`src/pkg/cr_pkg.sv`:
```
// Shared constants for the core register set: addresses, layouts, reset values, ALU op codes
// Behaviour
// - 16-bit fetch pointer, low and high byte, reset to 0000h.
// - 8-bit accumulator feeds operands and takes arithmetic, rotate and move results.
// - Multiply and divide pair accumulator with auxiliary register; otherwise auxiliary is scratch.
// - Four banks of eight working registers; status bank bits pick the active one.
// - Banks live in the first 32 bytes of internal RAM from 00h, aliasing.
// - Reset selects bank zero at 00h-07h; stack starts at 08h.
// - Bank code 00,01,10,11 maps to 00h,08h,10h,18h eight-byte windows.
// - Carry set on add carry-out or subtract borrow, cleared by other arithmetic.
// - Shift and rotate instructions move the carry through the operand.
// - Nibble carry set on carry into or borrow from upper nibble, else cleared.
// - One user flag in status word, changed only by software writes.
// - Overflow set on sign change, multiply above 255, or divide by zero.
// - Otherwise those instructions clear overflow; a clear instruction clears it always.
// - Parity flag always equals odd parity of the accumulator.
// - Special registers at 80h-FFh only by direct or bit addressing; indirect reaches RAM.
// - Sixteen special addresses, those ending in 0 or 8, allow bit access.
// - Unimplemented special addresses read as 00h; software should not write them.
// - Stack pointer increments before push, decrements after pop, resets to 07h.
`default_nettype none
package cr_pkg;
   localparam int DATA_W = 8;
   localparam int ADDR_W = 8;
   localparam int RAM_DEPTH = 256;

   localparam logic [15:0] FETCH_RESET = 16'h0000;
   localparam logic [7:0] SP_RESET = 8'h07;
   localparam logic [7:0] ACC_RESET = 8'h00;
   localparam logic [7:0] AUX_RESET = 8'h00;
   localparam logic [1:0] BANK_RESET = 2'h0;
   localparam logic [7:0] UNMAPPED_READ = 8'h00;

   // Special register map
   localparam logic [7:0] ADDR_SP = 8'h81;
   localparam logic [7:0] ADDR_FLAGS = 8'hd0;
   localparam logic [7:0] ADDR_ACC = 8'he0;
   localparam logic [7:0] ADDR_AUX = 8'hf0;

   // Status word bit positions
   localparam int CARRY_BIT = 7;
   localparam int HALF_BIT = 6;
   localparam int USER_BIT = 5;
   localparam int BANK1_BIT = 4;
   localparam int BANK0_BIT = 3;
   localparam int RANGE_BIT = 2;
   localparam int PAR_BIT = 0;

   // ALU operation codes
   localparam logic [3:0] OP_ADD = 4'h0;
   localparam logic [3:0] OP_ADD_CI = 4'h1;
   localparam logic [3:0] OP_SUB_BI = 4'h2;
   localparam logic [3:0] OP_MUL = 4'h3;
   localparam logic [3:0] OP_DIV = 4'h4;
   localparam logic [3:0] OP_RLC = 4'h5;
   localparam logic [3:0] OP_RRC = 4'h6;
   localparam logic [3:0] OP_CLR_RNG = 4'h7;
   localparam logic [3:0] OP_LOADA = 4'h8;
endpackage
`default_nettype wire

```
`src/rtl/cr_alu.sv`:
```
// Arithmetic, multiply/divide and rotate results with their flag updates
`default_nettype none
module cr_alu
   import cr_pkg::*;
(
   input wire logic [3:0] op,
   input wire logic [7:0] acc,
   input wire logic [7:0] aux,
   input wire logic [7:0] operand,
   input wire logic carryIn,
   output logic [7:0] accRes,
   output logic [7:0] auxRes,
   output logic wrAcc,
   output logic wrAux,
   output logic newCarry,
   output logic newHalf,
   output logic newRange,
   output logic updCarry,
   output logic updHalf,
   output logic updRange
);
   logic [8:0] sum9;
   logic [4:0] lo5;
   logic [15:0] prod;
   logic cin;

   always_comb
   begin
      sum9 = '0;
      lo5 = '0;
      prod = '0;
      cin = 1'b0;
      accRes = acc;
      auxRes = aux;
      wrAcc = 1'b0;
      wrAux = 1'b0;
      newCarry = 1'b0;
      newHalf = 1'b0;
      newRange = 1'b0;
      updCarry = 1'b0;
      updHalf = 1'b0;
      updRange = 1'b0;
      case (op)
         OP_ADD, OP_ADD_CI:
         begin
            cin = (op == OP_ADD_CI) ? carryIn : 1'b0;
            sum9 = {1'b0, acc} + {1'b0, operand} + {8'h00, cin};
            lo5 = {1'b0, acc[3:0]} + {1'b0, operand[3:0]} + {4'h0, cin};
            accRes = sum9[7:0];
            newCarry = sum9[8];
            newHalf = lo5[4];
            newRange = (acc[7] == operand[7]) && (sum9[7] != acc[7]);
            {wrAcc, updCarry, updHalf, updRange} = 4'hf;
         end
         OP_SUB_BI:
         begin
            sum9 = {1'b0, acc} - {1'b0, operand} - {8'h00, carryIn};
            lo5 = {1'b0, acc[3:0]} - {1'b0, operand[3:0]} - {4'h0, carryIn};
            accRes = sum9[7:0];
            newCarry = sum9[8];
            newHalf = lo5[4];
            newRange = (acc[7] != operand[7]) && (sum9[7] != acc[7]);
            {wrAcc, updCarry, updHalf, updRange} = 4'hf;
         end
         OP_MUL:
         begin
            prod = {8'h00, acc} * {8'h00, aux};
            accRes = prod[7:0];
            auxRes = prod[15:8];
            newRange = (prod[15:8] != 8'h00);
            {wrAcc, wrAux, updCarry, updHalf, updRange} = 5'h1f;
         end
         OP_DIV:
         begin
            // Divide by zero leaves both operands untouched
            if (aux != 8'h00)
            begin
               accRes = acc / aux;
               auxRes = acc % aux;
               wrAcc = 1'b1;
               wrAux = 1'b1;
            end
            newRange = (aux == 8'h00);
            {updCarry, updHalf, updRange} = 3'h7;
         end
         OP_RLC:
         begin
            accRes = {acc[6:0], carryIn};
            newCarry = acc[7];
            wrAcc = 1'b1;
            updCarry = 1'b1;
         end
         OP_RRC:
         begin
            accRes = {carryIn, acc[7:1]};
            newCarry = acc[0];
            wrAcc = 1'b1;
            updCarry = 1'b1;
         end
         OP_CLR_RNG:
         begin
            updRange = 1'b1;
         end
         OP_LOADA:
         begin
            accRes = operand;
            wrAcc = 1'b1;
         end
         default:
         begin
            wrAcc = 1'b0;
         end
      endcase
   end
endmodule
`default_nettype wire

```
`src/rtl/cr_core_regs.sv`:
```
// Core register set: fetch pointer, accumulator, auxiliary, status word, stack pointer, banked RAM
`default_nettype none
module cr_core_regs
   import cr_pkg::*;
(
   input wire logic clock,
   input wire logic nrst,
   input wire logic fetchAdvance,
   input wire logic pcLoad,
   input wire logic [15:0] pcLoadValue,
   input wire logic dirRd,
   input wire logic dirWr,
   input wire logic [7:0] dirAddr,
   input wire logic [7:0] dirWdata,
   input wire logic bitRd,
   input wire logic bitWr,
   input wire logic [7:0] bitAddr,
   input wire logic bitValue,
   input wire logic indRd,
   input wire logic indWr,
   input wire logic [7:0] indAddr,
   input wire logic [7:0] indWdata,
   input wire logic workRd,
   input wire logic workWr,
   input wire logic [2:0] workIdx,
   input wire logic [7:0] workWdata,
   input wire logic stackPush,
   input wire logic stackPop,
   input wire logic [7:0] pushData,
   input wire logic aluGo,
   input wire logic [3:0] aluOp,
   input wire logic [7:0] aluOperand,
   output logic [7:0] rdData,
   output logic rdValid,
   output logic [15:0] fetchPtr,
   output logic [7:0] accOut,
   output logic [7:0] auxOut,
   output logic [7:0] flagsOut,
   output logic [7:0] stackPtr
);
   logic [15:0] fetch_q;
   logic [7:0] acc_q;
   logic [7:0] acc_d;
   logic [7:0] aux_q;
   logic [7:0] aux_d;
   logic [7:0] sp_q;
   logic [7:0] sp_d;
   logic carry_q;
   logic nibble_q;
   logic user_q;
   logic [1:0] bank_q;
   logic range_q;
   logic parity_q;
   logic [7:0] psw_d;
   logic [7:0] pswNow;
   logic [7:0] rdData_q;
   logic [7:0] rdData_d;
   logic rdValid_q;

   logic [7:0] bitByte;
   logic [2:0] bitIdx;
   logic bitSfr;
   logic dirSfr;
   logic [7:0] workAddr;
   logic [7:0] spInc;

   logic ramWe;
   logic [7:0] ramWaddr;
   logic [7:0] ramWdata;
   logic [7:0] ramRaddr;
   logic [7:0] ramRdata;

   logic [7:0] aluAcc;
   logic [7:0] aluAux;
   logic aluWrAcc;
   logic aluWrAux;
   logic aluCarry;
   logic aluHalf;
   logic aluRange;
   logic aluUpdCarry;
   logic aluUpdHalf;
   logic aluUpdRange;

   // Address at or above the special space base; indirect paths never call this
   function automatic logic isSfr(input logic [7:0] addr);
      return addr[7];
   endfunction

   // Byte write or single-bit write into a special register
   function automatic logic [7:0] sfrMerge(
      input logic [7:0] old,
      input logic byteWe,
      input logic [7:0] data,
      input logic bitWe,
      input logic [2:0] idx,
      input logic val
   );
      logic [7:0] r;
      r = old;
      if (byteWe)
      begin
         r = data;
      end
      if (bitWe)
      begin
         r[idx] = val;
      end
      return r;
   endfunction

   // Current value of a special register; unmapped addresses give a fixed byte
   function automatic logic [7:0] sfrRead(input logic [7:0] addr);
      logic [7:0] r;
      r = UNMAPPED_READ;
      case (addr)
         ADDR_SP: r = sp_q;
         ADDR_FLAGS: r = pswNow;
         ADDR_ACC: r = acc_q;
         ADDR_AUX: r = aux_q;
         default: r = UNMAPPED_READ;
      endcase
      return r;
   endfunction

   // Bit access only where the byte address ends in 0 or 8
   assign bitSfr = isSfr(bitAddr);
   assign bitByte = {bitAddr[7:3], 3'b000};
   assign bitIdx = bitAddr[2:0];
   assign dirSfr = isSfr(dirAddr);
   assign workAddr = {3'b000, bank_q, workIdx};
   assign spInc = sp_q + 8'h01;

   always_comb
   begin
      pswNow = 8'h00;
      pswNow[CARRY_BIT] = carry_q;
      pswNow[HALF_BIT] = nibble_q;
      pswNow[USER_BIT] = user_q;
      pswNow[BANK1_BIT] = bank_q[1];
      pswNow[BANK0_BIT] = bank_q[0];
      pswNow[RANGE_BIT] = range_q;
      pswNow[PAR_BIT] = parity_q;
   end

   cr_alu u_alu (
      .op(aluOp),
      .acc(acc_q),
      .aux(aux_q),
      .operand(aluOperand),
      .carryIn(carry_q),
      .accRes(aluAcc),
      .auxRes(aluAux),
      .wrAcc(aluWrAcc),
      .wrAux(aluWrAux),
      .newCarry(aluCarry),
      .newHalf(aluHalf),
      .newRange(aluRange),
      .updCarry(aluUpdCarry),
      .updHalf(aluUpdHalf),
      .updRange(aluUpdRange)
   );

   cr_iram #(
      .DEPTH(RAM_DEPTH),
      .AW(ADDR_W),
      .DW(DATA_W)
   ) u_iram (
      .clock(clock),
      .we(ramWe),
      .waddr(ramWaddr),
      .wdata(ramWdata),
      .raddr(ramRaddr),
      .rdata(ramRdata)
   );

   // One RAM write per cycle: push, then working register, indirect, direct
   always_comb
   begin
      ramWe = 1'b0;
      ramWaddr = 8'h00;
      ramWdata = 8'h00;
      if (stackPush)
      begin
         ramWe = 1'b1;
         ramWaddr = spInc;
         ramWdata = pushData;
      end
      else if (workWr)
      begin
         ramWe = 1'b1;
         ramWaddr = workAddr;
         ramWdata = workWdata;
      end
      else if (indWr)
      begin
         // Upper half through a pointer is plain RAM
         ramWe = 1'b1;
         ramWaddr = indAddr;
         ramWdata = indWdata;
      end
      else if (dirWr && !dirSfr)
      begin
         ramWe = 1'b1;
         ramWaddr = dirAddr;
         ramWdata = dirWdata;
      end
   end

   // Read select and returned byte, same priority as writes
   always_comb
   begin
      ramRaddr = 8'h00;
      rdData_d = rdData_q;
      if (stackPop)
      begin
         ramRaddr = sp_q;
         rdData_d = ramRdata;
      end
      else if (workRd)
      begin
         ramRaddr = workAddr;
         rdData_d = ramRdata;
      end
      else if (indRd)
      begin
         ramRaddr = indAddr;
         rdData_d = ramRdata;
      end
      else if (dirRd)
      begin
         ramRaddr = dirAddr;
         rdData_d = dirSfr ? sfrRead(dirAddr) : ramRdata;
      end
      else if (bitRd)
      begin
         // Bits below the special space are not mapped here
         rdData_d = 8'h00;
         if (bitSfr)
         begin
            rdData_d[0] = 1'(sfrRead(bitByte) >> bitIdx);
         end
      end
   end

   always_ff @(posedge clock)
   begin
      if (!nrst)
      begin
         rdData_q <= 8'h00;
         rdValid_q <= 1'b0;
      end
      else
      begin
         rdData_q <= rdData_d;
         rdValid_q <= stackPop | workRd | indRd | dirRd | bitRd;
      end
   end

   // Fetch pointer: a load beats an advance
   always_ff @(posedge clock)
   begin
      if (!nrst)
      begin
         fetch_q <= FETCH_RESET;
      end
      else if (pcLoad)
      begin
         fetch_q <= pcLoadValue;
      end
      else if (fetchAdvance)
      begin
         fetch_q <= fetch_q + 16'h0001;
      end
   end

   // Accumulator: the ALU result overrides a software write in the same cycle
   always_comb
   begin
      acc_d = sfrMerge(acc_q, dirWr && dirAddr == ADDR_ACC, dirWdata,
                       bitWr && bitSfr && bitByte == ADDR_ACC, bitIdx, bitValue);
      if (aluGo && aluWrAcc)
      begin
         acc_d = aluAcc;
      end
   end

   always_comb
   begin
      aux_d = sfrMerge(aux_q, dirWr && dirAddr == ADDR_AUX, dirWdata,
                       bitWr && bitSfr && bitByte == ADDR_AUX, bitIdx, bitValue);
      if (aluGo && aluWrAux)
      begin
         aux_d = aluAux;
      end
   end

   always_ff @(posedge clock)
   begin
      if (!nrst)
      begin
         acc_q <= ACC_RESET;
         aux_q <= AUX_RESET;
      end
      else
      begin
         acc_q <= acc_d;
         aux_q <= aux_d;
      end
   end

   // Parity tracks the next accumulator so it never lags a write
   always_ff @(posedge clock)
   begin
      if (!nrst)
      begin
         parity_q <= 1'b0;
      end
      else
      begin
         parity_q <= ^acc_d;
      end
   end

   // Stack pointer: push pre-increments, pop post-decrements
   always_comb
   begin
      sp_d = sfrMerge(sp_q, dirWr && dirAddr == ADDR_SP, dirWdata, 1'b0, bitIdx, bitValue);
      if (stackPush)
      begin
         sp_d = spInc;
      end
      else if (stackPop)
      begin
         sp_d = sp_q - 8'h01;
      end
   end

   always_ff @(posedge clock)
   begin
      if (!nrst)
      begin
         sp_q <= SP_RESET;
      end
      else
      begin
         sp_q <= sp_d;
      end
   end

   // Status word; the parity position is read-only and ignores writes
   always_comb
   begin
      psw_d = sfrMerge(pswNow, dirWr && dirAddr == ADDR_FLAGS, dirWdata,
                       bitWr && bitSfr && bitByte == ADDR_FLAGS, bitIdx, bitValue);
      if (aluGo && aluUpdCarry)
      begin
         psw_d[CARRY_BIT] = aluCarry;
      end
      if (aluGo && aluUpdHalf)
      begin
         psw_d[HALF_BIT] = aluHalf;
      end
      if (aluGo && aluUpdRange)
      begin
         psw_d[RANGE_BIT] = aluRange;
      end
   end

   always_ff @(posedge clock)
   begin
      if (!nrst)
      begin
         carry_q <= 1'b0;
         nibble_q <= 1'b0;
         user_q <= 1'b0;
         bank_q <= BANK_RESET;
         range_q <= 1'b0;
      end
      else
      begin
         carry_q <= psw_d[CARRY_BIT];
         nibble_q <= psw_d[HALF_BIT];
         user_q <= psw_d[USER_BIT];
         bank_q <= {psw_d[BANK1_BIT], psw_d[BANK0_BIT]};
         range_q <= psw_d[RANGE_BIT];
      end
   end

   assign rdData = rdData_q;
   assign rdValid = rdValid_q;
   assign fetchPtr = fetch_q;
   assign accOut = acc_q;
   assign auxOut = aux_q;
   assign flagsOut = pswNow;
   assign stackPtr = sp_q;
endmodule
`default_nettype wire

```
`src/rtl/cr_iram.sv`:
```
// Internal data RAM: one write port, one asynchronous read port
`default_nettype none
module cr_iram
   import cr_pkg::*;
#(
   parameter int DEPTH = RAM_DEPTH,
   parameter int AW = ADDR_W,
   parameter int DW = DATA_W
)
(
   input wire logic clock,
   input wire logic we,
   input wire logic [AW-1:0] waddr,
   input wire logic [DW-1:0] wdata,
   input wire logic [AW-1:0] raddr,
   output logic [DW-1:0] rdata
);
   logic [DW-1:0] mem [DEPTH];

   // Contents are not reset, as in the real data RAM
   always_ff @(posedge clock)
   begin
      if (we)
      begin
         mem[waddr] <= wdata;
      end
   end

   assign rdata = mem[raddr];
endmodule
`default_nettype wire

```
`config.mk`:
```
export PLATFORM = sky130hd
export DESIGN_NAME = cr_core_regs
export DESIGN_NICKNAME = d
export VERILOG_FILES = /design/src/pkg/cr_pkg.sv /design/src/rtl/cr_alu.sv /design/src/rtl/cr_core_regs.sv /design/src/rtl/cr_iram.sv
export SDC_FILE = /design/constraint.sdc
export NUM_CORES = 2
export LEC_CHECK = 0
export BUFFER_PORTS_ARGS = -buffer_cell sky130_fd_sc_hd__buf_2
export CAP_MARGIN = 20
export CORE_ASPECT_RATIO = 1.75
export CORE_UTILIZATION = 40
export DETAILED_ROUTE_END_ITERATION = 6
export SYNTH_ARGS = -nofsm -noshare
export SYNTH_HDL_FRONTEND = slang
export SYNTH_HIERARCHICAL = 1
export SYNTH_SLANG_ARGS = --single-unit
```
`constraint.sdc`:
```
create_clock -name clock -period 11.7 [get_ports clock]
set_input_delay 2.34 -clock clock [delete_from_list [all_inputs] [get_ports clock]]
set_output_delay 2.34 -clock clock [all_outputs]
set_load 0.005 [all_outputs]
```
# Yosys cells after proc, flatten, opt, wreduce, memory -nomap -nowiden
# Memories as Yosys holds them, arrays and structs flattened.
# Index checks and enable logic that the tools add are counted.
[totals]
latchBits = 0
memories = 1
reg_bits = 56
ramBits = 2048
mem_bits_ro = 0
[classes]
bitwise = 4
n_shift = 1
n_mul = 1
eq_ne = 21
reduce_logical = 32
n_mux = 68
order_cmp = 2
add_sub_neg = 11
n_div = 2
[mem_list]
columns = ["memory", "words", "width", "read_ports", "rd_ports_with_merged_regs", "wr", "line_no", "source"]
rows = [
  ["u_iram.mem", 256, 8, 1, 0, 1, "cr_iram.sv:18", "logic [DW-1:0] mem [DEPTH];"],
]
[ops]
columns = ["cell", "n"]
rows = [
  ["$mux 8", 37],
  ["$pmux 8 s7", 1],
  ["$eq 8x8->1 const B", 4],
  ["$mux 16", 2],
  ["$pmux 8 s4", 1],
  ["$bwmux 8", 3],
  ["$pmux 8 s3", 1],
  ["$logic_and 1x1->1", 17],
  ["$add 16x1->16 const B", 1],
  ["$eq 4x3->1 const B", 4],
  ["$mul 8x8->16", 1],
  ["$mux 1", 16],
  ["$pmux 8 s2", 1],
  ["$reduce_bool 8->1", 2],
  ["$eq 5x5->1 const B", 3],
  ["$reduce_or 7->1", 2],
  ["$add 8x8->9", 1],
  ["$add 9x1->9", 1],
  ["$sub 8x8->9", 1],
  ["$sub 9x1->9", 1],
  ["$add 8x1->8 const B", 1],
  ["$div 8x8->8", 1],
  ["$eq 4x2->1 const B", 2],
  ["$logic_not 8->1", 1],
  ["other kinds (29)", 37],
]

# Depth between registers and ports, before layout
[logic_depth]
depth_word = 15
ltp_mapped = 54
depth_no_buf = 52

# Modules after synthesis
# Netlist, hierarchy kept.
[modules_own_cells]
columns = ["mod", "seq_area_each_um2", "cells_each", "area_per_inst_um2", "n_inst"]
rows = [
  ["cr_iram", 61499.0, 3725, 79396.1, 1],
  ["cr_alu", 0.0, 759, 5576.6, 1],
  ["cr_core_regs", 1121.1, 673, 4873.4, 1],
]

# Least setup slack after synthesis
# OpenSTA, ideal clock, no wires.
[synth_timing]
path_kind = "input-to-reg"
start = "input indWr"
end = "memory u_iram/mem[0][5] (netlist bit) (data pin)"
t_arrival_ps = 10343
slack_ps = -219
cell_stages = 6
setup_ps = 1577
cell_sequence = "clkbuf_1 -> clkbuf_1 -> mux2i_1 -> nor3_1 -> a211oi_1 -> a21oi_1"
[synth_via]
elab_chain_cells = 3
[synth_rtl]
columns = ["item", "line_no", "source"]
rows = [
  ["start, declared", "cr_core_regs.sv:20", "input wire logic indWr,"],
  ["$mux 8", "cr_core_regs.sv:194", "else if (indWr)"],
  ["$mux 8", "cr_core_regs.sv:188", "else if (workWr)"],
  ["$mux 8", "cr_core_regs.sv:182", "if (stackPush)"],
  ["named net ramWdata[5]", "cr_core_regs.sv:69", "logic [7:0] ramWdata;"],
  ["end, declared", "cr_iram.sv:18", ""],
]
# The timed path passes the listed nets, and every way through them passes these cells.

# Worst setup path after layout
[layout_timing]
start = "register aux_q[5] (netlist: auxOut[5])"
end = "register parity_q"
[layout_lines]
columns = ["item", "line_no", "source"]
rows = [
  ["start, declared", "cr_core_regs.sv:44", "logic [7:0] aux_q;"],
  ["start signal, assigned", "cr_core_regs.sv:307", "aux_q <= aux_d;"],
  ["$div 8x8->8 / $reduce_bool 8->1 (equally long branches)", "cr_alu.sv:78, cr_alu.sv:76", ""],
  ["$mux 8 (*)", "cr_alu.sv:76", "if (aux != 8'h00)"],
  ["$pmux 8 s7 (*)", "cr_alu.sv:43", "case (op)"],
  ["named net aluAcc[0]", "cr_core_regs.sv:73", "logic [7:0] aluAcc;"],
  ["$mux 8 (*)", "cr_core_regs.sv:281", "if (aluGo && aluWrAcc)"],
  ["$reduce_xor 8->1 (*)", "cr_core_regs.sv:320", "parity_q <= ^acc_d;"],
  ["end signal, assigned", "cr_core_regs.sv:320", ""],
  ["end, declared", "cr_core_regs.sv:53", "logic parity_q;"],
]
# Mark *: on every way through the listed nets, which the timed path passes. The rest lies on a longest branch.
# A chain may end at the register's enable or synchronous reset.

==> impl_metrics.prom <==
# TYPE chip_impl_metric gauge
chip_impl_info{name="outcome",value="finished clean"} 1
chip_impl_metric{name="post_synth_instance_area",unit="sq um"} 89800
chip_impl_metric{name="die-area",unit="sq um"} 227000
chip_impl_metric{name="port-buffer-count",unit=""} 158
chip_impl_metric{name="met3WireLength",unit="mm"} 12.9
chip_impl_metric{name="ys_ff_latch",unit=""} 2104
chip_impl_metric{name="detail_route.vias_per_cell",unit=""} 5.94
chip_impl_metric{name="finalSetupViolations",unit=""} 0
chip_impl_info{name="worstSetupStartpointType",value="flip-flop"} 1
chip_impl_metric{name="totalNegativeSetupSlack",unit="ns"} 0
chip_impl_metric{name="h_tree_depth",unit=""} 4
chip_impl_info{name="timing.critical_path.to_type",value="flip-flop"} 1
chip_impl_metric{name="critPathMaxFanout",unit=""} 5
chip_impl_metric{name="timing_max_transition_violations_final",unit=""} 0
chip_impl_metric{name="net-switching-power",unit="uW"} 4480
chip_impl_metric{name="wire_per_inst",unit="um"} 29.6
chip_impl_metric{name="grt_start_max_net_pins",unit=""} 204
chip_impl_info{name="timing_worst_setup_path_type",value="reg2reg"} 1
chip_impl_info{name="worstHoldEndpoint",value="rdData[1]"} 1
chip_impl_metric{name="r2r_cells",unit=""} 58
chip_impl_metric{name="io_pins",unit=""} 160
chip_impl_metric{name="later_pin_clock_latency_in_the_skew_report",unit="ns"} 0.82
chip_impl_metric{name="num_rows",unit=""} 229
chip_impl_metric{name="power_density_over_cell_area",unit="nW/um^2"} 173
chip_impl_info{name="crit_path_max_delay_family",value="compound AO/OA/AOI/OAI gates"} 1
chip_impl_info{name="regToRegStartpoint",value="auxOut[5]"} 1
chip_impl_metric{name="floorplan.die.height",unit="um"} 629
chip_impl_metric{name="max_clock_freq",unit="GHz"} 0.0877
chip_impl_metric{name="data_arrival_time_at_the_worst_slack_endpoint",unit="ns"} 12.11
chip_impl_metric{name="dieWidth",unit="um"} 360
chip_impl_info{name="start_point_of_the_worst_min_delay_path",value="rdData[1]"} 1
chip_impl_metric{name="layout-drive-gt1-share",unit="%"} 21.5
chip_impl_info{name="worst_path_max_delay_cell",value="or3_4"} 1
chip_impl_metric{name="gp_congestion",unit=""} 0.935
chip_impl_metric{name="crit_buf_inv",unit=""} 10
chip_impl_metric{name="synth_sequential_area_ratio",unit="%"} 69.7
chip_impl_metric{name="drv.max_cap_violation_count",unit=""} 0
chip_impl_metric{name="detail-route-antenna-nets",unit=""} 0
chip_impl_metric{name="syn_avg_cell_area",unit="sq um"} 17.4
chip_impl_metric{name="via_count",unit=""} 49696
chip_impl_metric{name="power_frac_comb",unit="%"} 17.2
chip_impl_metric{name="slowest_delay",unit="ns"} 0.42
chip_impl_info{name="cts_root_buffer",value="clkbuf_16"} 1
chip_impl_metric{name="clkTransAtPathRegs",unit="ns"} 0.07
chip_impl_metric{name="synth-warning-count",unit=""} 6
chip_impl_info{name="hp-class",value="reg2reg"} 1
chip_impl_metric{name="setup_ws",unit="ns"} 0.298
chip_impl_metric{name="cts_buffers",unit=""} 182
chip_impl_metric{name="finalWorstPathRequiredPeriod",unit="ns"} 11.40
chip_impl_metric{name="sequential_cell_area",unit="sq um"} 62600
chip_impl_metric{name="start_util",unit="%"} 40.3
chip_impl_metric{name="gr-usage-all-layers",unit="%"} 21.6
chip_impl_metric{name="route.final.wire_length",unit="mm"} 248
chip_impl_metric{name="yosysUniqueCellTypes",unit=""} 102
chip_impl_metric{name="grt_first_pass_wirelength",unit="mm"} 358
chip_impl_metric{name="clkSinkCount",unit=""} 2104
chip_impl_metric{name="final_net_count",unit=""} 5602
chip_impl_info{name="most_frequent_standard_cell_in_the_layout_excluding_fill_and_tap_cells",value="edfxtp_1"} 1
chip_impl_metric{name="grt_total_ovfl",unit=""} 0
chip_impl_metric{name="total_nets_after_synthesis",unit=""} 5402
chip_impl_metric{name="number_of_instances_on_the_worst_hold_path",unit=""} 2
chip_impl_metric{name="wl_met2",unit="mm"} 132
chip_impl_info{name="top_routing_layer_in_use",value="met5"} 1
chip_impl_metric{name="power.internal",unit="uW"} 12900
chip_impl_metric{name="drt_iter0_markers",unit=""} 4776
chip_impl_metric{name="sequential_power_share",unit="%"} 48.5
chip_impl_metric{name="multiInputGateArea",unit="sq um"} 25700
chip_impl_metric{name="finalHoldViolCount",unit=""} 0
chip_impl_metric{name="number_of_antenna_violations_at_the_first_check_in_global_routing",unit=""} 7
chip_impl_info{name="timing.critical_path.mode_cell",value="buf_4"} 1
chip_impl_metric{name="drt-pass1-iter-count",unit=""} 6
chip_impl_metric{name="synth_edf_count",unit=""} 2048
chip_impl_metric{name="power_frac_clock",unit="%"} 34.3
chip_impl_metric{name="areaGrowthSynthToFinish",unit="%"} 11.8
chip_impl_metric{name="synthCells",unit=""} 5157
chip_impl_metric{name="clock_tree.buffer_depth",unit=""} 4
chip_impl_metric{name="post-route-period-util",unit="%"} 97.5
chip_impl_metric{name="max_slew.worst_pin.slew",unit="ns"} 1.23
chip_impl_metric{name="cp_data_required_time",unit="ns"} 12.41
chip_impl_metric{name="drc",unit=""} 0
chip_impl_metric{name="ir_drop",unit="V"} 0.000152
chip_impl_metric{name="async_s_r_ff_share_synth",unit="%"} 0
chip_impl_metric{name="number_of_global_route_vias_before_repair",unit=""} 50579
chip_impl_metric{name="fin_worst_skew",unit="ns"} 0.0674
chip_impl_metric{name="slew_headroom",unit="%"} 18.1
chip_impl_metric{name="switching_share_of_power",unit="%"} 25.8
chip_impl_metric{name="met1_wl",unit="mm"} 87.5
chip_impl_info{name="critical_path.reg2reg.endpoint",value="parity_q"} 1
chip_impl_metric{name="place_ws",unit="ns"} -0.398
chip_impl_metric{name="fillerInstances",unit=""} 19107
chip_impl_metric{name="worst-r2r-setup-slack",unit="ns"} 0.30
chip_impl_metric{name="total_leakage_power",unit="uW"} 0.0322
chip_impl_info{name="cts_tree",value="yes"} 1
chip_impl_info{name="most-common-layout-cells",value="edfxtp_1, mux4_2, nor2_1"} 1
chip_impl_info{name="ys.flop_type",value="edfxtp_1"} 1
chip_impl_metric{name="post-dp-hpwl",unit="mm"} 160
chip_impl_metric{name="core",unit="sq um"} 223000
-- cell type report --
class,count,share of cell area (%)
multi-input combinational,2611,25.5
sequential,2104,62.3
timing repair buffer,338,2.37
clock buffer,213,4.74
antenna,3,0.00747
inverter,120,0.448
clock inverter,97,0.949
tap,2887,3.60
-- metrics by stage --
stage               cells  hold slack (ns)  area, sq um  power [uW]  util [%]
floorplan            5157            0.501        89900       10400         -
global route         8372            0.564       100000       17900      45.1
global placement     8049            0.520        94100       11300      42.2
CTS                  8361            0.551        99900       17300      44.8
detailed placement   8050            0.541        94200       11300      42.2
finish               8373            0.549       100000       17400      45.1
-- power groups by stage --
stage          combinational, uW  clock (uW)  sequential [uW]
2_1_floorplan               1690           0             8660
3_3_place_gp                2720           0             8590
3_5_place_dp                2740           0             8590
4_1_cts                     2790        6080             8430
5_1_grt                     3160        6320             8430
6_report                    2990        5970             8430
-- sequential cells by signal (all words and copies together), names as in the netlist --
register and cells:
accOut 8, rdData 8, stackPtr 8, user_q 1, nibble_q 1, bank_q 2, fetchPtr 16, range_q 1
rdValid 1, parity_q 1, u_iram/mem 2048, auxOut 8, carry_q 1
-- routing by layer --
metal / vias to the layer above / GRT usage [%]
met5: - / 0
met3: 585 / 2.31
li1: 21131 / -
met4: 4 / 11.7
met2: 1984 / 39.4
met1: 25992 / 24.6
-- how the worst max path moves through the flow --
stage | start | endpoint | slack [ns] | depth (start not counted)
floorplan | indWr | u_iram/mem[0][0] | 0.16 | 5
global placement | auxOut[2] | parity_q | -0.24 | 57
detailed placement | auxOut[2] | parity_q | -0.40 | 57
CTS | auxOut[2] | parity_q | 0.005 | 56
global route | auxOut[5] | parity_q | -0.19 | 58
finish | auxOut[5] | parity_q | 0.30 | 58
-- cell usage after synthesis, drive strengths merged (49+ instances only) --
| library cell | number | area share, % |
|---|---|---|
| mux4 | 456 | 11 |
| inv | 117 | 0.49 |
| and2 | 49 | 0.34 |
| a21oi | 184 | 1.0 |
| nor2b | 60 | 0.42 |
| o221ai | 53 | 0.52 |
| nor3 | 76 | 0.43 |
| ha | 101 | 1.4 |
| clkbuf | 178 | 0.75 |
| nand2 | 187 | 0.80 |
| o21ai | 104 | 0.58 |
| nand3 | 75 | 0.43 |
| buf | 144 | 1.3 |
| dfxtp | 56 | 1.2 |
| edfxtp | 2048 | 68 |
| a22oi | 145 | 1.2 |
| mux2i | 183 | 2.0 |
| nor2 | 390 | 1.6 |
-- kinds of logic after synthesis --
| family | Yosys count | share of synthesized area, % |
|---|---|---|
| flip-flops | 2104 | 69.7 |
| AND/OR/NAND/NOR | 984 | 5.27 |
| AO/OA/AOI/OAI | 770 | 5.92 |
| multiplexers | 650 | 13.6 |
| buffers and inverters | 442 | 2.53 |
| adder cells (fa/ha/maj) | 142 | 2.32 |
| XOR/XNOR | 64 | 0.624 |
| other | 1 | 0.00417 |
-- repair_timing --
action,CTS,global route
resized for setup,7,80
hold buffers,0,0
cloned,0,0
buffers inserted,1,8
endpoints found under the setup margin,8,10
pin swaps,2,33
-- tightest hold or removal path, delay by kind of cell (launching register included) --
| kind | cells | cell delay, ns |
|---|---|---|
| simple gates | 1 | 0.05 |
| compound gates | 1 | 0.13 |
| flops | 1 | 0.33 |
Note: power is estimated with default switching activity, not from simulation.
